==> src/hdl/scb_pkg.sv <==
// scb_pkg: constants, types and decode helpers for the sensor control bank
// assumes a single 20 MHz core clock and byte-addressed 16-bit registers
package scb_pkg;
  // clock and flash timing
  localparam int unsigned CLK_HZ = 20_000_000; // core clock rate
  localparam int unsigned STORE_TIME_MS = 50; // flash program time
  localparam int unsigned STORE_CYCLES = STORE_TIME_MS * (CLK_HZ / 1000);
  localparam int unsigned NV_WRITE_LIMIT = 20_000; // rated endurance, host budget

  // byte addresses, lower byte of each register
  localparam logic [5:0] ADDR_WRITE_COUNT = 6'h00;
  localparam logic [5:0] ADDR_RATE = 6'h04;
  localparam logic [5:0] ADDR_ANGLE = 6'h0E;
  localparam logic [5:0] ADDR_OFFSET = 6'h14;
  localparam logic [5:0] ADDR_GAIN = 6'h16;
  localparam logic [5:0] ADDR_ALM1_THR = 6'h20;
  localparam logic [5:0] ADDR_ALM2_THR = 6'h22;
  localparam logic [5:0] ADDR_ALM1_PER = 6'h24;
  localparam logic [5:0] ADDR_ALM2_PER = 6'h26;
  localparam logic [5:0] ADDR_ALARM_SOURCE_CONTROL = 6'h28;
  localparam logic [5:0] ADDR_AUX = 6'h30;
  localparam logic [5:0] ADDR_PIO = 6'h32;
  localparam logic [5:0] ADDR_MISC = 6'h34;
  localparam logic [5:0] ADDR_SMPL = 6'h36;
  localparam logic [5:0] ADDR_RANGE = 6'h38;
  localparam logic [5:0] ADDR_SLEEP = 6'h3A;
  localparam logic [5:0] ADDR_STATUS = 6'h3C;
  localparam logic [5:0] ADDR_CMD = 6'h3E;

  // reset values
  localparam logic [15:0] RST_OFFSET = 16'h0000;
  localparam logic [15:0] RST_GAIN = 16'h0800; // unity gain
  localparam logic [15:0] RST_ALARM = 16'h0000;
  localparam logic [15:0] RST_AUX = 16'h0000;
  localparam logic [15:0] RST_PIO = 16'h0000;
  localparam logic [15:0] RST_MISC = 16'h0000;
  localparam logic [15:0] RST_SMPL = 16'h0001;
  localparam logic [15:0] RST_RANGE = 16'h0400;
  localparam logic [15:0] RST_SLEEP = 16'h0000;

  // field layouts
  localparam logic [15:0] MASK_12BIT = 16'h0FFF; // trims and converter level
  localparam logic [15:0] MASK_FULL = 16'hFFFF;
  localparam logic [15:0] MASK_MISC_NV = 16'hFF00; // only upper byte kept in flash
  localparam int unsigned GAIN_FRAC_BITS = 11; // 0x0800 is one
  localparam logic [7:0] CMD_USED = 8'h8F;
  localparam int unsigned CMD_NULL = 0;
  localparam int unsigned CMD_RESTORE = 1;
  localparam int unsigned CMD_LATCH = 2;
  localparam int unsigned CMD_STORE = 3;
  localparam int unsigned CMD_SWRST = 7;
  localparam int unsigned STAT_BUSY = 0;

  // serial frame layout
  localparam int unsigned FRM_WR_BIT = 15;
  localparam int unsigned FRM_ZERO_BIT = 14;
  localparam logic [4:0] FRM_LAST = 5'h0F; // bit count of the 16th edge
  localparam logic [2:0] PIN_IDLE = 3'b110; // select high, clock high, data low

  // flash engine states
  typedef enum logic [2:0] {
    SCB_LOAD = 3'b001,
    SCB_IDLE = 3'b010,
    SCB_STORE = 3'b100
  } scb_nv_state_e;

  typedef logic [4:0] scb_idx_t; // word index, byte address over two

  // reset value per word index
  function automatic logic [15:0] scb_rst_val(input scb_idx_t i);
    case (i)
      ADDR_OFFSET[5:1]: return RST_OFFSET;
      ADDR_GAIN[5:1]: return RST_GAIN;
      ADDR_ALM1_THR[5:1], ADDR_ALM2_THR[5:1], ADDR_ALM1_PER[5:1],
      ADDR_ALM2_PER[5:1], ADDR_ALARM_SOURCE_CONTROL[5:1]: return RST_ALARM;
      ADDR_AUX[5:1]: return RST_AUX;
      ADDR_PIO[5:1]: return RST_PIO;
      ADDR_MISC[5:1]: return RST_MISC;
      ADDR_SMPL[5:1]: return RST_SMPL;
      ADDR_RANGE[5:1]: return RST_RANGE;
      ADDR_SLEEP[5:1]: return RST_SLEEP;
      default: return 16'h0000;
    endcase
  endfunction

  // bits software may write
  function automatic logic [15:0] scb_wr_mask(input scb_idx_t i);
    case (i)
      ADDR_OFFSET[5:1], ADDR_GAIN[5:1], ADDR_AUX[5:1]: return MASK_12BIT;
      ADDR_ALM1_THR[5:1], ADDR_ALM2_THR[5:1], ADDR_ALM1_PER[5:1],
      ADDR_ALM2_PER[5:1], ADDR_ALARM_SOURCE_CONTROL[5:1], ADDR_PIO[5:1],
      ADDR_MISC[5:1], ADDR_SMPL[5:1], ADDR_RANGE[5:1],
      ADDR_SLEEP[5:1]: return MASK_FULL;
      default: return 16'h0000;
    endcase
  endfunction

  // bits kept in flash
  function automatic logic [15:0] scb_nv_mask(input scb_idx_t i);
    case (i)
      ADDR_OFFSET[5:1], ADDR_GAIN[5:1], ADDR_ALM1_THR[5:1],
      ADDR_ALM2_THR[5:1], ADDR_ALM1_PER[5:1], ADDR_ALM2_PER[5:1],
      ADDR_ALARM_SOURCE_CONTROL[5:1], ADDR_SMPL[5:1], ADDR_RANGE[5:1]: return MASK_FULL;
      ADDR_MISC[5:1]: return MASK_MISC_NV;
      default: return 16'h0000;
    endcase
  endfunction
endpackage

==> src/hdl/scb_spi_slave.sv <==
// scb_spi_slave: oversampled four-wire serial port, 16-bit frames, msb first
// assumes sclk idles high, host drives data on falling and samples on rising
module scb_spi_slave import scb_pkg::*; (
  input wire logic mclk_i,
  input wire logic reset_n_i,
  input wire logic cs_n_i,
  input wire logic sclk_i,
  input wire logic din_i,
  input wire logic [15:0] tx_word_i,
  output logic [15:0] rx_word_o,
  output logic rx_valid_o,
  output logic dout_o,
  output logic dout_oe_o
);
  logic [2:0] pin_in; // {select, clock, data}
  logic [2:0] s1_ff, s2_ff, s3_ff, lvl_ff, prev_ff;
  logic [15:0] rx_sh_ff, nxt_rx_sh, tx_sh_ff, nxt_tx_sh, rx_word_ff, nxt_rx_word;
  logic [4:0] cnt_ff, nxt_cnt;
  logic rx_valid_ff, nxt_rx_valid, dout_ff, nxt_dout, oe_ff, nxt_oe;
  logic sel, sel_fall, clk_rise, clk_fall;

  assign pin_in = {cs_n_i, sclk_i, din_i};

  // three-stage synchronisers; a change counts once stages two and three agree
  genvar g;
  generate
    for (g = 0; g < 3; g++) begin : g_sync
      always_ff @(posedge mclk_i) begin
        if (!reset_n_i) begin
          s1_ff[g] <= PIN_IDLE[g];
          s2_ff[g] <= PIN_IDLE[g];
          s3_ff[g] <= PIN_IDLE[g];
          lvl_ff[g] <= PIN_IDLE[g];
          prev_ff[g] <= PIN_IDLE[g];
        end else begin
          s1_ff[g] <= pin_in[g];
          s2_ff[g] <= s1_ff[g];
          s3_ff[g] <= s2_ff[g];
          lvl_ff[g] <= (s2_ff[g] == s3_ff[g]) ? s3_ff[g] : lvl_ff[g];
          prev_ff[g] <= lvl_ff[g];
        end
      end
    end
  endgenerate

  assign sel = ~lvl_ff[2];
  assign sel_fall = prev_ff[2] & ~lvl_ff[2];
  assign clk_rise = lvl_ff[1] & ~prev_ff[1];
  assign clk_fall = prev_ff[1] & ~lvl_ff[1];

  // shift engine
  always_comb begin
    nxt_rx_sh = rx_sh_ff;
    nxt_tx_sh = tx_sh_ff;
    nxt_cnt = cnt_ff;
    nxt_rx_word = rx_word_ff;
    nxt_rx_valid = 1'b0;
    nxt_dout = dout_ff;
    nxt_oe = sel;
    if (!sel) begin // deselected: output released, count cleared
      nxt_cnt = 5'h00;
    end else if (sel_fall) begin // frame start: preload answer word
      nxt_tx_sh = tx_word_i;
      nxt_dout = tx_word_i[15];
      nxt_cnt = 5'h00;
    end else begin
      if (clk_rise) begin // sample host data
        nxt_rx_sh = {rx_sh_ff[14:0], lvl_ff[0]};
        nxt_cnt = cnt_ff + 5'h01;
        if (cnt_ff == FRM_LAST) begin
          nxt_rx_word = {rx_sh_ff[14:0], lvl_ff[0]};
          nxt_rx_valid = 1'b1;
        end
      end
      if (clk_fall) begin // present next answer bit
        nxt_dout = tx_sh_ff[15];
        nxt_tx_sh = {tx_sh_ff[14:0], 1'b0};
      end
    end
  end

  always_ff @(posedge mclk_i) begin
    if (!reset_n_i) begin
      rx_sh_ff <= 16'h0000;
      tx_sh_ff <= 16'h0000;
      cnt_ff <= 5'h00;
      rx_word_ff <= 16'h0000;
      rx_valid_ff <= 1'b0;
      dout_ff <= 1'b0;
      oe_ff <= 1'b0;
    end else begin
      rx_sh_ff <= nxt_rx_sh;
      tx_sh_ff <= nxt_tx_sh;
      cnt_ff <= nxt_cnt;
      rx_word_ff <= nxt_rx_word;
      rx_valid_ff <= nxt_rx_valid;
      dout_ff <= nxt_dout;
      oe_ff <= nxt_oe;
    end
  end

  assign rx_word_o = rx_word_ff;
  assign rx_valid_o = rx_valid_ff;
  assign dout_o = dout_ff;
  assign dout_oe_o = oe_ff;
endmodule // scb_spi_slave

==> src/hdl/scb_regbank.sv <==
// scb_regbank: control register bank, rate calibration and global commands
// assumes raw rate samples arrive on the core clock; flash is an array here
//
// Summary of operation
// [RQ1] host keeps flash stores within rated endurance
// [RQ2] readable counter counts every flash store
// [RQ3] reset reloads flash registers, others take defaults
// [RQ4] host holds supply valid through store time
// [RQ5] status read-only, command write-only, others ignored
// [RQ6] misc control: only upper byte kept
// [RQ7] rate out equals raw times gain plus offset
// [RQ8] offset trim: 12-bit signed, flash, reset zero
// [RQ9] gain trim: 12-bit unsigned, unity default
// [RQ10] writing one starts a command, zero nothing
// [RQ11] command bits: 7,3,2,1,0 as listed
// [RQ12] auto null clears the angle output
// [RQ13] auto null trims offset so rate reads zero
// [RQ14] host settles filter before auto null
// [RQ15] restore sets offset zero, gain unity
// [RQ16] manual store copies flash registers, 50 ms
// [RQ17] auto null and restore end with store
// [RQ18] converter output changes only on latch command
// [RQ19] software reset restarts like the reset pin
// [RQ20] write frame: 1, 0, address, data byte
// [RQ21] read frame: 0, 0, address; answer next frame
// [RQ22] either byte address reads the full word
// [RQ23] commands pulse once; unused bits read zero
// [RQ24] stores queue while busy; count per completion
module scb_regbank import scb_pkg::*; #(
  parameter logic [19:0] STORE_WAIT = 20'(STORE_CYCLES) // flash busy cycles
) (
  input wire logic mclk_i,
  input wire logic reset_n_i,
  input wire logic spi_cs_n_i,
  input wire logic spi_sclk_i,
  input wire logic spi_din_i,
  input wire logic [13:0] rate_raw_i,
  input wire logic rate_strobe_i,
  input wire logic [15:1] status_flags_i,
  output logic spi_dout_o,
  output logic spi_dout_oe_o,
  output logic [13:0] rate_cal_o,
  output logic [13:0] angle_o,
  output logic [11:0] dac_level_o,
  output logic [15:0] pin_io_control_o,
  output logic [15:0] misc_control_o,
  output logic [15:0] sample_period_o,
  output logic [15:0] range_filter_o,
  output logic [15:0] sleep_duration_o,
  output logic store_busy_o
);
  // word indices of the registers this module touches directly
  localparam scb_idx_t I_CNT = ADDR_WRITE_COUNT[5:1];
  localparam scb_idx_t I_RATE = ADDR_RATE[5:1];
  localparam scb_idx_t I_ANGLE = ADDR_ANGLE[5:1];
  localparam scb_idx_t I_OFF = ADDR_OFFSET[5:1];
  localparam scb_idx_t I_GAIN = ADDR_GAIN[5:1];
  localparam scb_idx_t I_AUX = ADDR_AUX[5:1];
  localparam scb_idx_t I_PIO = ADDR_PIO[5:1];
  localparam scb_idx_t I_MISC = ADDR_MISC[5:1];
  localparam scb_idx_t I_SMPL = ADDR_SMPL[5:1];
  localparam scb_idx_t I_RANGE = ADDR_RANGE[5:1];
  localparam scb_idx_t I_SLEEP = ADDR_SLEEP[5:1];
  localparam scb_idx_t I_STAT = ADDR_STATUS[5:1];
  localparam scb_idx_t I_CMD = ADDR_CMD[5:1];

  logic rst_n_int; // pin reset or software reset
  logic swrst_ff, nxt_swrst;
  logic [15:0] rx_word, tx_ff, nxt_tx, rd_word;
  logic rx_valid, is_wr, is_rd;
  logic [5:0] f_addr;
  scb_idx_t f_idx;
  logic [7:0] f_data;
  logic [7:0] cmd_ff, nxt_cmd; // one-cycle command pulses
  logic [15:0] regs_ff [0:31];
  logic [15:0] nxt_regs [0:31];
  // flash image, survives reset; a blank part holds the defaults, alarms and count zero
  logic [15:0] nv_mem [0:31] = '{I_OFF: RST_OFFSET, I_GAIN: RST_GAIN, I_MISC: RST_MISC,
    I_SMPL: RST_SMPL, I_RANGE: RST_RANGE, default: 16'h0000};
  logic [15:0] cnt_word; // flash write count
  logic [13:0] rate_ff, nxt_rate, rate_calc, angle_ff, nxt_angle;
  logic [11:0] dac_ff, nxt_dac, offs_null;
  logic signed [26:0] prod;
  logic signed [14:0] diff;
  scb_nv_state_e state_ff, nxt_state;
  logic [19:0] wait_ff, nxt_wait;
  logic pend_ff, nxt_pend, auto_ff, nxt_auto, busy_ff, nxt_busy;
  logic st_start, st_done;

  // software reset reaches everything but its own flop and the flash image
  assign rst_n_int = reset_n_i & ~swrst_ff; // RQ19

  scb_spi_slave u_spi (
    .mclk_i(mclk_i),
    .reset_n_i(rst_n_int),
    .cs_n_i(spi_cs_n_i),
    .sclk_i(spi_sclk_i),
    .din_i(spi_din_i),
    .tx_word_i(tx_ff),
    .rx_word_o(rx_word),
    .rx_valid_o(rx_valid),
    .dout_o(spi_dout_o),
    .dout_oe_o(spi_dout_oe_o)
  );

  // frame decode; leading pattern 11 or 01 is dropped
  assign f_addr = rx_word[13:8];
  assign f_idx = f_addr[5:1]; // RQ22
  assign f_data = rx_word[7:0];
  assign is_wr = rx_valid & rx_word[FRM_WR_BIT] & ~rx_word[FRM_ZERO_BIT]; // RQ20
  assign is_rd = rx_valid & ~rx_word[FRM_WR_BIT] & ~rx_word[FRM_ZERO_BIT]; // RQ21
  assign cnt_word = nv_mem[I_CNT];

  // command pulses and software reset
  always_comb begin
    nxt_cmd = 8'h00;
    if (is_wr && f_addr == ADDR_CMD) begin // upper byte address holds nothing
      nxt_cmd = f_data & CMD_USED; // RQ10 RQ11 RQ23
    end
    nxt_swrst = cmd_ff[CMD_SWRST] & ~swrst_ff; // RQ19
  end

  always_ff @(posedge mclk_i) begin
    if (!rst_n_int) begin
      cmd_ff <= 8'h00;
    end else begin
      cmd_ff <= nxt_cmd;
    end
  end

  // the reset flop itself only answers the pin
  always_ff @(posedge mclk_i) begin
    if (!reset_n_i) begin
      swrst_ff <= 1'b0;
    end else begin
      swrst_ff <= nxt_swrst;
    end
  end

  // calibration datapath: y = m x + b, gain has 11 fraction bits
  always_comb begin
    prod = $signed(rate_raw_i) * $signed({1'b0, regs_ff[I_GAIN][11:0]});
    // wraps beyond 14 bits; gains near two can overflow full-scale input
    rate_calc = prod[GAIN_FRAC_BITS+13:GAIN_FRAC_BITS]
      + {{2{regs_ff[I_OFF][11]}}, regs_ff[I_OFF][11:0]}; // RQ7
    // new offset cancels the present output, clamped to the trim range
    diff = $signed({{3{regs_ff[I_OFF][11]}}, regs_ff[I_OFF][11:0]})
      - $signed({rate_ff[13], rate_ff});
    if (diff > 15'sd2047) begin
      offs_null = 12'h7FF;
    end else if (diff < -15'sd2048) begin
      offs_null = 12'h800;
    end else begin
      offs_null = diff[11:0]; // RQ13
    end
  end

  // rate, angle and converter latch
  always_comb begin
    nxt_rate = rate_ff;
    nxt_angle = angle_ff;
    nxt_dac = dac_ff;
    if (rate_strobe_i) begin // new sample: update output and integrate
      nxt_rate = rate_calc;
      nxt_angle = angle_ff + rate_calc;
    end
    if (cmd_ff[CMD_NULL]) begin
      nxt_angle = 14'h0000; // RQ12
    end
    if (cmd_ff[CMD_LATCH]) begin
      nxt_dac = regs_ff[I_AUX][11:0]; // RQ18
    end
  end

  always_ff @(posedge mclk_i) begin
    if (!rst_n_int) begin
      rate_ff <= 14'h0000;
      angle_ff <= 14'h0000;
      dac_ff <= RST_AUX[11:0];
    end else begin
      rate_ff <= nxt_rate;
      angle_ff <= nxt_angle;
      dac_ff <= nxt_dac;
    end
  end

  // register file: reload, byte writes, command side effects
  always_comb begin
    logic [15:0] wm;
    wm = scb_wr_mask(f_idx);
    for (int i = 0; i < 32; i++) begin
      nxt_regs[i] = regs_ff[i];
      if (state_ff == SCB_LOAD) begin // volatile bits keep their defaults
        nxt_regs[i] = (regs_ff[i] & ~scb_nv_mask(5'(i)))
          | (nv_mem[i] & scb_nv_mask(5'(i))); // RQ3 RQ6
      end
    end
    if (is_wr) begin // one byte per frame; read-only bits masked away
      if (f_addr[0]) begin
        nxt_regs[f_idx][15:8] = (f_data & wm[15:8])
          | (regs_ff[f_idx][15:8] & ~wm[15:8]); // RQ5 RQ8 RQ9
      end else begin
        nxt_regs[f_idx][7:0] = (f_data & wm[7:0])
          | (regs_ff[f_idx][7:0] & ~wm[7:0]); // RQ5 RQ23
      end
    end
    if (cmd_ff[CMD_NULL]) begin
      nxt_regs[I_OFF] = {4'h0, offs_null}; // RQ13
    end
    if (cmd_ff[CMD_RESTORE]) begin // restore outranks a null in the same write
      nxt_regs[I_OFF] = RST_OFFSET; // RQ15
      nxt_regs[I_GAIN] = RST_GAIN; // RQ15
    end
  end

  always_ff @(posedge mclk_i) begin
    if (!rst_n_int) begin
      for (int i = 0; i < 32; i++) begin
        regs_ff[i] <= scb_rst_val(5'(i)); // RQ3
      end
    end else begin
      for (int i = 0; i < 32; i++) begin
        regs_ff[i] <= nxt_regs[i];
      end
    end
  end

  // read answer, shifted out during the next frame
  always_comb begin
    case (f_idx)
      I_CNT: rd_word = cnt_word; // RQ2
      I_RATE: rd_word = {2'b00, rate_ff};
      I_ANGLE: rd_word = {2'b00, angle_ff};
      I_STAT: rd_word = {status_flags_i, state_ff == SCB_STORE};
      I_CMD: rd_word = 16'h0000; // RQ5
      default: rd_word = regs_ff[f_idx]; // unmapped words stay zero, RQ23
    endcase
    nxt_tx = is_rd ? rd_word : tx_ff; // RQ21 RQ22
  end

  always_ff @(posedge mclk_i) begin
    if (!rst_n_int) begin
      tx_ff <= 16'h0000;
    end else begin
      tx_ff <= nxt_tx;
    end
  end

  // flash engine: reload after reset, then serialised stores
  assign st_start = (state_ff == SCB_IDLE) & pend_ff;
  assign st_done = (state_ff == SCB_STORE) & (wait_ff == 20'h00000);

  always_comb begin
    nxt_state = state_ff;
    nxt_wait = wait_ff;
    nxt_auto = cmd_ff[CMD_NULL] | cmd_ff[CMD_RESTORE]; // RQ17
    // a request in the cycle the queue drains is kept
    nxt_pend = (pend_ff & ~st_start) | cmd_ff[CMD_STORE] | auto_ff; // RQ24
    case (state_ff)
      SCB_LOAD: begin
        nxt_state = SCB_IDLE;
      end
      SCB_IDLE: begin
        if (pend_ff) begin
          nxt_state = SCB_STORE; // RQ16
          nxt_wait = STORE_WAIT - 20'h00001;
        end
      end
      SCB_STORE: begin // further requests wait in pend_ff
        if (wait_ff == 20'h00000) begin
          nxt_state = SCB_IDLE; // RQ24
        end else begin
          nxt_wait = wait_ff - 20'h00001;
        end
      end
      default: begin
        nxt_state = SCB_IDLE;
      end
    endcase
    nxt_busy = (nxt_state == SCB_STORE);
  end

  always_ff @(posedge mclk_i) begin
    if (!rst_n_int) begin
      state_ff <= SCB_LOAD;
      wait_ff <= 20'h00000;
      pend_ff <= 1'b0;
      auto_ff <= 1'b0;
      busy_ff <= 1'b0;
    end else begin
      state_ff <= nxt_state;
      wait_ff <= nxt_wait;
      pend_ff <= nxt_pend;
      auto_ff <= nxt_auto;
      busy_ff <= nxt_busy;
    end
  end

  // flash array: no reset, snapshot at store start, count at completion
  // blank contents come from the declaration, so this process is its only writer
  always_ff @(posedge mclk_i) begin
    if (st_start) begin
      for (int i = 0; i < 32; i++) begin
        if (scb_nv_mask(5'(i)) != 16'h0000) begin
          nv_mem[i] <= regs_ff[i] & scb_nv_mask(5'(i)); // RQ16 RQ6
        end
      end
    end
    if (st_done) begin
      nv_mem[I_CNT] <= nv_mem[I_CNT] + 16'h0001; // RQ2 RQ24
    end
  end

  assign rate_cal_o = rate_ff;
  assign angle_o = angle_ff;
  assign dac_level_o = dac_ff;
  assign pin_io_control_o = regs_ff[I_PIO];
  assign misc_control_o = regs_ff[I_MISC];
  assign sample_period_o = regs_ff[I_SMPL];
  assign range_filter_o = regs_ff[I_RANGE];
  assign sleep_duration_o = regs_ff[I_SLEEP];
  assign store_busy_o = busy_ff;
endmodule // scb_regbank

==> config.mk <==
export PLATFORM = sky130hd
export DESIGN_NAME = scb_regbank
export DESIGN_NICKNAME = d
export VERILOG_FILES = /design/src/hdl/scb_pkg.sv /design/src/hdl/scb_spi_slave.sv /design/src/hdl/scb_regbank.sv
export SDC_FILE = /design/constraint.sdc
export NUM_CORES = 2
export LEC_CHECK = 0
export BUFFER_PORTS_ARGS = -buffer_cell sky130_fd_sc_hd__buf_2
export CAP_MARGIN = 15
export CORE_ASPECT_RATIO = 1.2
export CORE_UTILIZATION = 40
export CTS_CLUSTER_SIZE = 20
export DETAILED_ROUTE_END_ITERATION = 10
export GPL_TIMING_DRIVEN = 0
export SETUP_SLACK_MARGIN = 0.3
export SLEW_MARGIN = 15
export SYNTH_ARGS = -nofsm -noshare
export SYNTH_HDL_FRONTEND = slang
export SYNTH_SLANG_ARGS = --single-unit
==> constraint.sdc <==
create_clock -name mclk_i -period 11.7 [get_ports mclk_i]
set_input_delay 0 -clock mclk_i [delete_from_list [all_inputs] [get_ports mclk_i]]
set_output_delay 0 -clock mclk_i [all_outputs]
set_load 0.1 [all_outputs]
# == After elaboration in Yosys (flattened, before gate mapping) ==
# Memories as Yosys holds them, arrays and structs flattened. A register that Yosys moved wholly into a read port is not among the register bits.
# Index checks and enable logic that the tools add are counted.
# classes
n_addsub,6
multipliers,1
div_mod_pow,0
magnitude_cmp,4
eq_ne,15
shifts,0
muxes,188
n_bitwise,198
n_reduce_logical,40
# op_table
cell,n
2-to-1 mux 16 bit,107
AND 16 bit,96
bitwise mux 512 bit,2
2-to-1 mux 512 bit,2
bitwise OR 16 bit,32
OR reduction 16 bit,22
demux 16 bit (select 5 bit),2
2-to-1 mux 5 bit,26
one-hot mux 16 bit (5 select lines),1
NOT 16 bit,3
nonzero test 16 bit,3
2-to-1 mux 20 bit,2
one-hot mux 20 bit (2 select lines),1
2-to-1 mux 1 bit,38
bitwise OR 1 bit,36
AND 8 bit,4
2-to-1 mux 32 bit,1
adder 14 bit,2
multiplier 14 x 13 -> 25 bit,1
2-to-1 mux 12 bit,2
zero test 20 bit,1
subtractor 20 x 1 -> 20 bit (second input constant),1
adder 16 x 1 -> 16 bit (second input constant),1
NOT 8 bit,2
33 further kinds,64
# totals
ff_bits,145
latch_bits,0
ram_bits,1024
mem_bits_ro,512
inputBits,35
out_inout_bits,123
word_cells,486
mem_count,3
# mem_list
memory,depth,width,rd,rd_ports_with_merged_regs,write_ports,line,text
(no name shown),32,16,1,1,0,scb_pkg.sv:88,case (i)
nv_mem,32,16,32,0,10,scb_regbank.sv:78,"logic [15:0] nv_mem [0:31] = '{I_OFF: RST_OFFSET, I_GAIN: RST_GAIN, I_MISC: RST_MISC,"
regs_ff,32,16,34,2,32,scb_regbank.sv:75,logic [15:0] regs_ff [0:31];

# == Longest topological paths before layout ==
# depth
ltp_word,30
depth_mapped,36
depth_no_buf,35

# == Hierarchy ==
# From an unflattened synthesis, not the netlist that was laid out.
# hier_totals
cells_unflattened,3635
area_unflattened_um2,40446.3
# modules_own_cells
mod,n_inst,cells_per_inst,area_per_inst_um2,seq_area_each_um2
scb_regbank,1,3336,37642.4,17056.4
scb_spi_slave,1,299,2803.9,1381.3

# == Worst setup path after synthesis ==
# Ideal clock, no wire load.
# synth_path
kind,register to register
start,memory regs_ff[11][1]
end,"register angle_ff[13], in the netlist angle_o[13]"
setup_ps,122
arrival_time_ps,7461
required_ps,11578
setup_slack_ps,4118
path_stages_with_launch,36
n_path_buf,1
period_less_slack_ps,7582
path_cell_list,dfxtp_1 clkbuf_1 and2_1 fa_1 inv_1 fa_1 inv_1 fa_1 fa_1 inv_1 fa_1 inv_1 ha_1 a21o_1 a21o_1 a21oi_1 nor2b_1 nor2_1 nor2b_1 nor2_1 xnor2_1 ha_1 nand3_1 a21boi_0 o21ai_0 a21boi_0 o21ai_0 a21oi_1 or3_1 and2_1 ha_1 a21o_1 a41oi_1 o211ai_1 mux2_2 mux2i_1
# synth_rtl
element,line,text
start: declaration,scb_regbank.sv:75,
end signal: assignment,scb_regbank.sv:182,angle_ff <= nxt_angle;
end: declaration,scb_regbank.sv:81,"logic [13:0] rate_ff, nxt_rate, rate_calc, angle_ff, nxt_angle;"

==> results.rst <==
.. list-table::
   :header-rows: 1

   * - Metric
     - Value
   * - Number of vias per cell
     - 5.77
   * - Place WS
     - 2970 ps
   * - CP Data Required Time
     - 12,270 ps
   * - Synthesis warning total
     - 0
   * - Syn Nets
     - 4,644
   * - Filler Cells Inserted
     - 10,300
   * - Async set or reset register ratio after synthesis
     - 0%
   * - Average routed wire per standard cell
     - 26.0 µm
   * - Type of the most critical hold path
     - in -> reg
   * - Fraction of synthesized cell area taken by the top area cell type
     - 31.4%
   * - Type of destination of the critical path
     - flop
   * - Synthesized netlist cell count
     - 4,356
   * - Gpl congestion
     - 1.02
   * - Clock latency reported for the late side of the worst-skew pair
     - 690 ps
   * - Dominant synthesized flop cell
     - dfxtp_1
   * - Worst supply voltage drop on vdd
     - 0.121 mV
   * - Min cycle time layout
     - 8740 ps
   * - Outcome
     - finished, violations left
   * - Pwr Density
     - 159 nW/µm²
   * - Floorplan die area
     - 109,000 µm²
   * - Post-detailed-placement half-perimeter wirelength
     - 119,000 µm
   * - H-tree lvl count
     - 3
   * - Fin. Hold Viols
     - 0
   * - Area of the multi-input gates
     - 22,400 µm²
   * - Max cap viols
     - 0
   * - Final worst clock skew
     - 26.6 ps
   * - Wire length of the first global-routing pass
     - 229,000 µm
   * - Grt total ovfl
     - 0
   * - Average size of a mapped cell
     - 9.89 µm²
   * - Max Fanout on Critical Path
     - 10
   * - Worst-margin pin slew
     - 1340 ps
   * - Buffers on Ports
     - 156
   * - Growth of design area from synthesis to finish
     - 13.5%
   * - Violated checks
     - design-rule violations
   * - Unrepaired setup endpoints after global routing
     - false
   * - Vias
     - 35,200
   * - Via count of the first global-routing pass
     - 33,600
   * - Layout cell share with drive strength beyond 1
     - 12.0%
   * - Root cell of the clock tree
     - clkbuf_16
   * - Die Y
     - 362 µm
   * - Clock-pin slew on the worst setup and hold paths
     - 60 ps
   * - Initial Util
     - 40.4%
   * - Final critical-path share of the clock period
     - 74.7%
   * - Top cell type by total area after synthesis
     - dfxtp_1
   * - Post-route ant nets
     - 0
   * - Length of the first detailed-routing pass in iterations
     - 10
   * - Dominant cell type by count on the critical path
     - fa_1
   * - Setup slack on the worst flop-to-flop path
     - 2960 ps
   * - Leakage component of the power
     - 19.0 nW
   * - Antenna violations before repair
     - 5
   * - Startpoint type of the worst setup path
     - flop
   * - Count of buffer and inverter cells on the critical path
     - 5
   * - Number of violations reported at the end of detailed-routing iteration 0
     - 4,084
   * - TritonCTS clock tree
     - done
   * - Buffers inserted by post-CTS timing repair
     - 0
   * - Final Net Count
     - 4,915
   * - Setup TNS after final layout
     - 0 ps
   * - Total number of placement rows
     - 131
   * - Seq cells post-synth
     - 844
   * - Top cell family by delay on the critical path
     - adder cells
   * - Critical Setup Path Class
     - reg -> reg
   * - CTS Sinks
     - 844
   * - Total track usage
     - 28.7%
   * - Number of distinct library cells after synthesis
     - 72
   * - Summed instance area of the synthesized netlist
     - 43,100 µm²
   * - Pin count of the biggest net entering global routing
     - 83
   * - Final setup violation count
     - 0
   * - Die X
     - 302 µm
   * - Synth area leaders
     - dfxtp_1, edfxtp_1, mux4_2
   * - Clock buffer count from CTS
     - 92
   * - Worst path max stage delay
     - 610 ps
   * - Top achievable clock speed
     - 114 MHz
   * - Number of max-slew violations in the final report
     - 0
   * - Post-route DRC violation count
     - 40
   * - Maximum buffer depth of the clock tree
     - 3
   * - Post-synth EDFFs
     - 168
   * - Signal arrival time at the worst endpoint
     - 9310 ps
   * - Max-Slew Margin vs Limit
     - 10.8%
   * - Floorplan core area
     - 107,000 µm²
   * - Combined flip-flop and latch cell area
     - 18,600 µm²
   * - Sequential-to-total area share from yosys stat
     - 43.1%
   * - Slowest stage cell, crit path
     - dfxtp_1
   * - Top-Level Pins
     - 158
   * - Final critical-path setup slack
     - 2960 ps
   * - Total Routed Length
     - 158,000 µm
## worst min-delay path, cell delays in order
cell and delay, ps:
dlygate4sd3_1 520, buf_2 90, nand2b_1 80
## path summary, 6_finish.rpt
path,from,to,cells past startpoint
worst max-delay path,regs_ff[11][1]$_SDFF_PP0_,angle_o[13]$_SDFFE_PP0P_,35
worst min-delay path,spi_cs_n_i,u_spi.s1_ff[2]$_SDFF_PN1_,3
worst max register to register,regs_ff[11][1]$_SDFF_PP0_,angle_o[13]$_SDFFE_PP0P_,35
worst min register to register,u_spi.s1_ff[1]$_SDFF_PN1_,u_spi.s2_ff[1]$_SDFF_PN1_,1
## final cells by class
class                   count  area share [%]
repair buffers            177            2.05
diodes                      2          0.0102
well taps                1396            3.57
flip-flops and latches    844            38.0
clock inverters            35           0.525
plain buffers             297            2.47
inverters                 244            1.89
multi-input cells        2971            45.8
clock buffers             138            5.65
## report_power, final
group          switching [mW]  internal (mW)  leakage (nW)
sequential             0.0849           3.02          7.01
clock                    1.27           1.68          1.49
combinational            1.12          0.585          10.5
## layout by cell type (no fill, tap or decap), types with 12 or more instances in the layout
cell / instances
a21o_1: 17
a21oi_1: 214
a222oi_1: 16
a311oi_1: 150
a31oi_1: 12
and2_1: 95
buf_1: 13
buf_2: 209
clkbuf_1: 247
clkbuf_16: 96
clkbuf_8: 20
clkinv_2: 15
dfxtp_1: 676
dlygate4sd3_1: 19
edfxtp_1: 168
fa_1: 152
ha_1: 101
inv_1: 243
mux2_2: 17
mux2i_1: 293
mux4_2: 160
nand2_1: 742
nand2b_1: 17
nand3_1: 99
nor2_1: 549
nor2b_1: 13
nor3_1: 22
o21ai_0: 39
xnor2_1: 54
xor2_1: 35
## cells in the mapped netlist (all sizes together) (12+ instances only)
| master | instances |
|---|---|
| nand2 | 742 |
| dfxtp | 676 |
| nor2 | 551 |
| mux2i | 294 |
| inv | 244 |
| clkbuf | 225 |
| a21oi | 216 |
| edfxtp | 168 |
| mux4 | 160 |
| fa | 152 |
| a311oi | 150 |
| ha | 101 |
| nand3 | 99 |
| and2 | 96 |
| buf | 72 |
| xnor2 | 54 |
| o21ai | 42 |
| xor2 | 35 |
| nor3 | 23 |
| a21o | 17 |
| mux2 | 17 |
| nand2b | 17 |
| a222oi | 16 |
| nor2b | 14 |
| a31oi | 12 |
## cells by family after synthesis
kind of cell / Yosys count / share of synthesized area [%]
AO/OA/AOI/OAI: 549 / 8.81
XOR/XNOR: 89 / 1.81
adder cells (fa/ha/maj): 253 / 9.99
buffers and inverters: 541 / 4.92
flip-flops: 844 / 43.1
multiplexers: 471 / 15.6
AND/OR/NAND/NOR: 1609 / 15.7
## state kept, by name, indices dropped and copies added (netlist names), 12 cells and up, named ones only
register / cells
angle_o: 14
dac_level_o: 12
nv_mem: 168
rate_cal_o: 14
regs_ff: 512
tx_ff: 16
u_spi.rx_sh_ff: 15
u_spi.rx_word_o: 16
u_spi.tx_sh_ff: 16
wait_ff: 20
## layer usage
layer	wire [µm]	up-vias	GRT usage, %
met2	71500	1776	44.8
met3	14900	380	5.12
met5	27	-	0
met1	63400	17500	38.1
met4	8620	4	14.4
li1	-	15600	-
## what timing repair did
action | 4_1_cts | 5_1_grt
resized for setup | 0 | 0
hold endpoints to repair | 22 | 0
hold buffers | 19 | 0
## metrics by stage
stage | utilization (%) | hold slack (ps) | power, mW | instance area (µm²) | std cells
after CTS | 45.9 | 35.3 | 7.77 | 48900 | 6101
after global placement | 42.8 | 201 | 4.84 | 45600 | 5908
after detailed placement | 42.9 | 196 | 4.86 | 45700 | 5909
final | 45.9 | 53.6 | 7.76 | 48900 | 6104
after global routing | 45.9 | 100 | 8.06 | 48900 | 6102
after floorplan | - | 101 | 4.45 | 43100 | 4356
No activity file was read; power rests on OpenSTA's default activity.
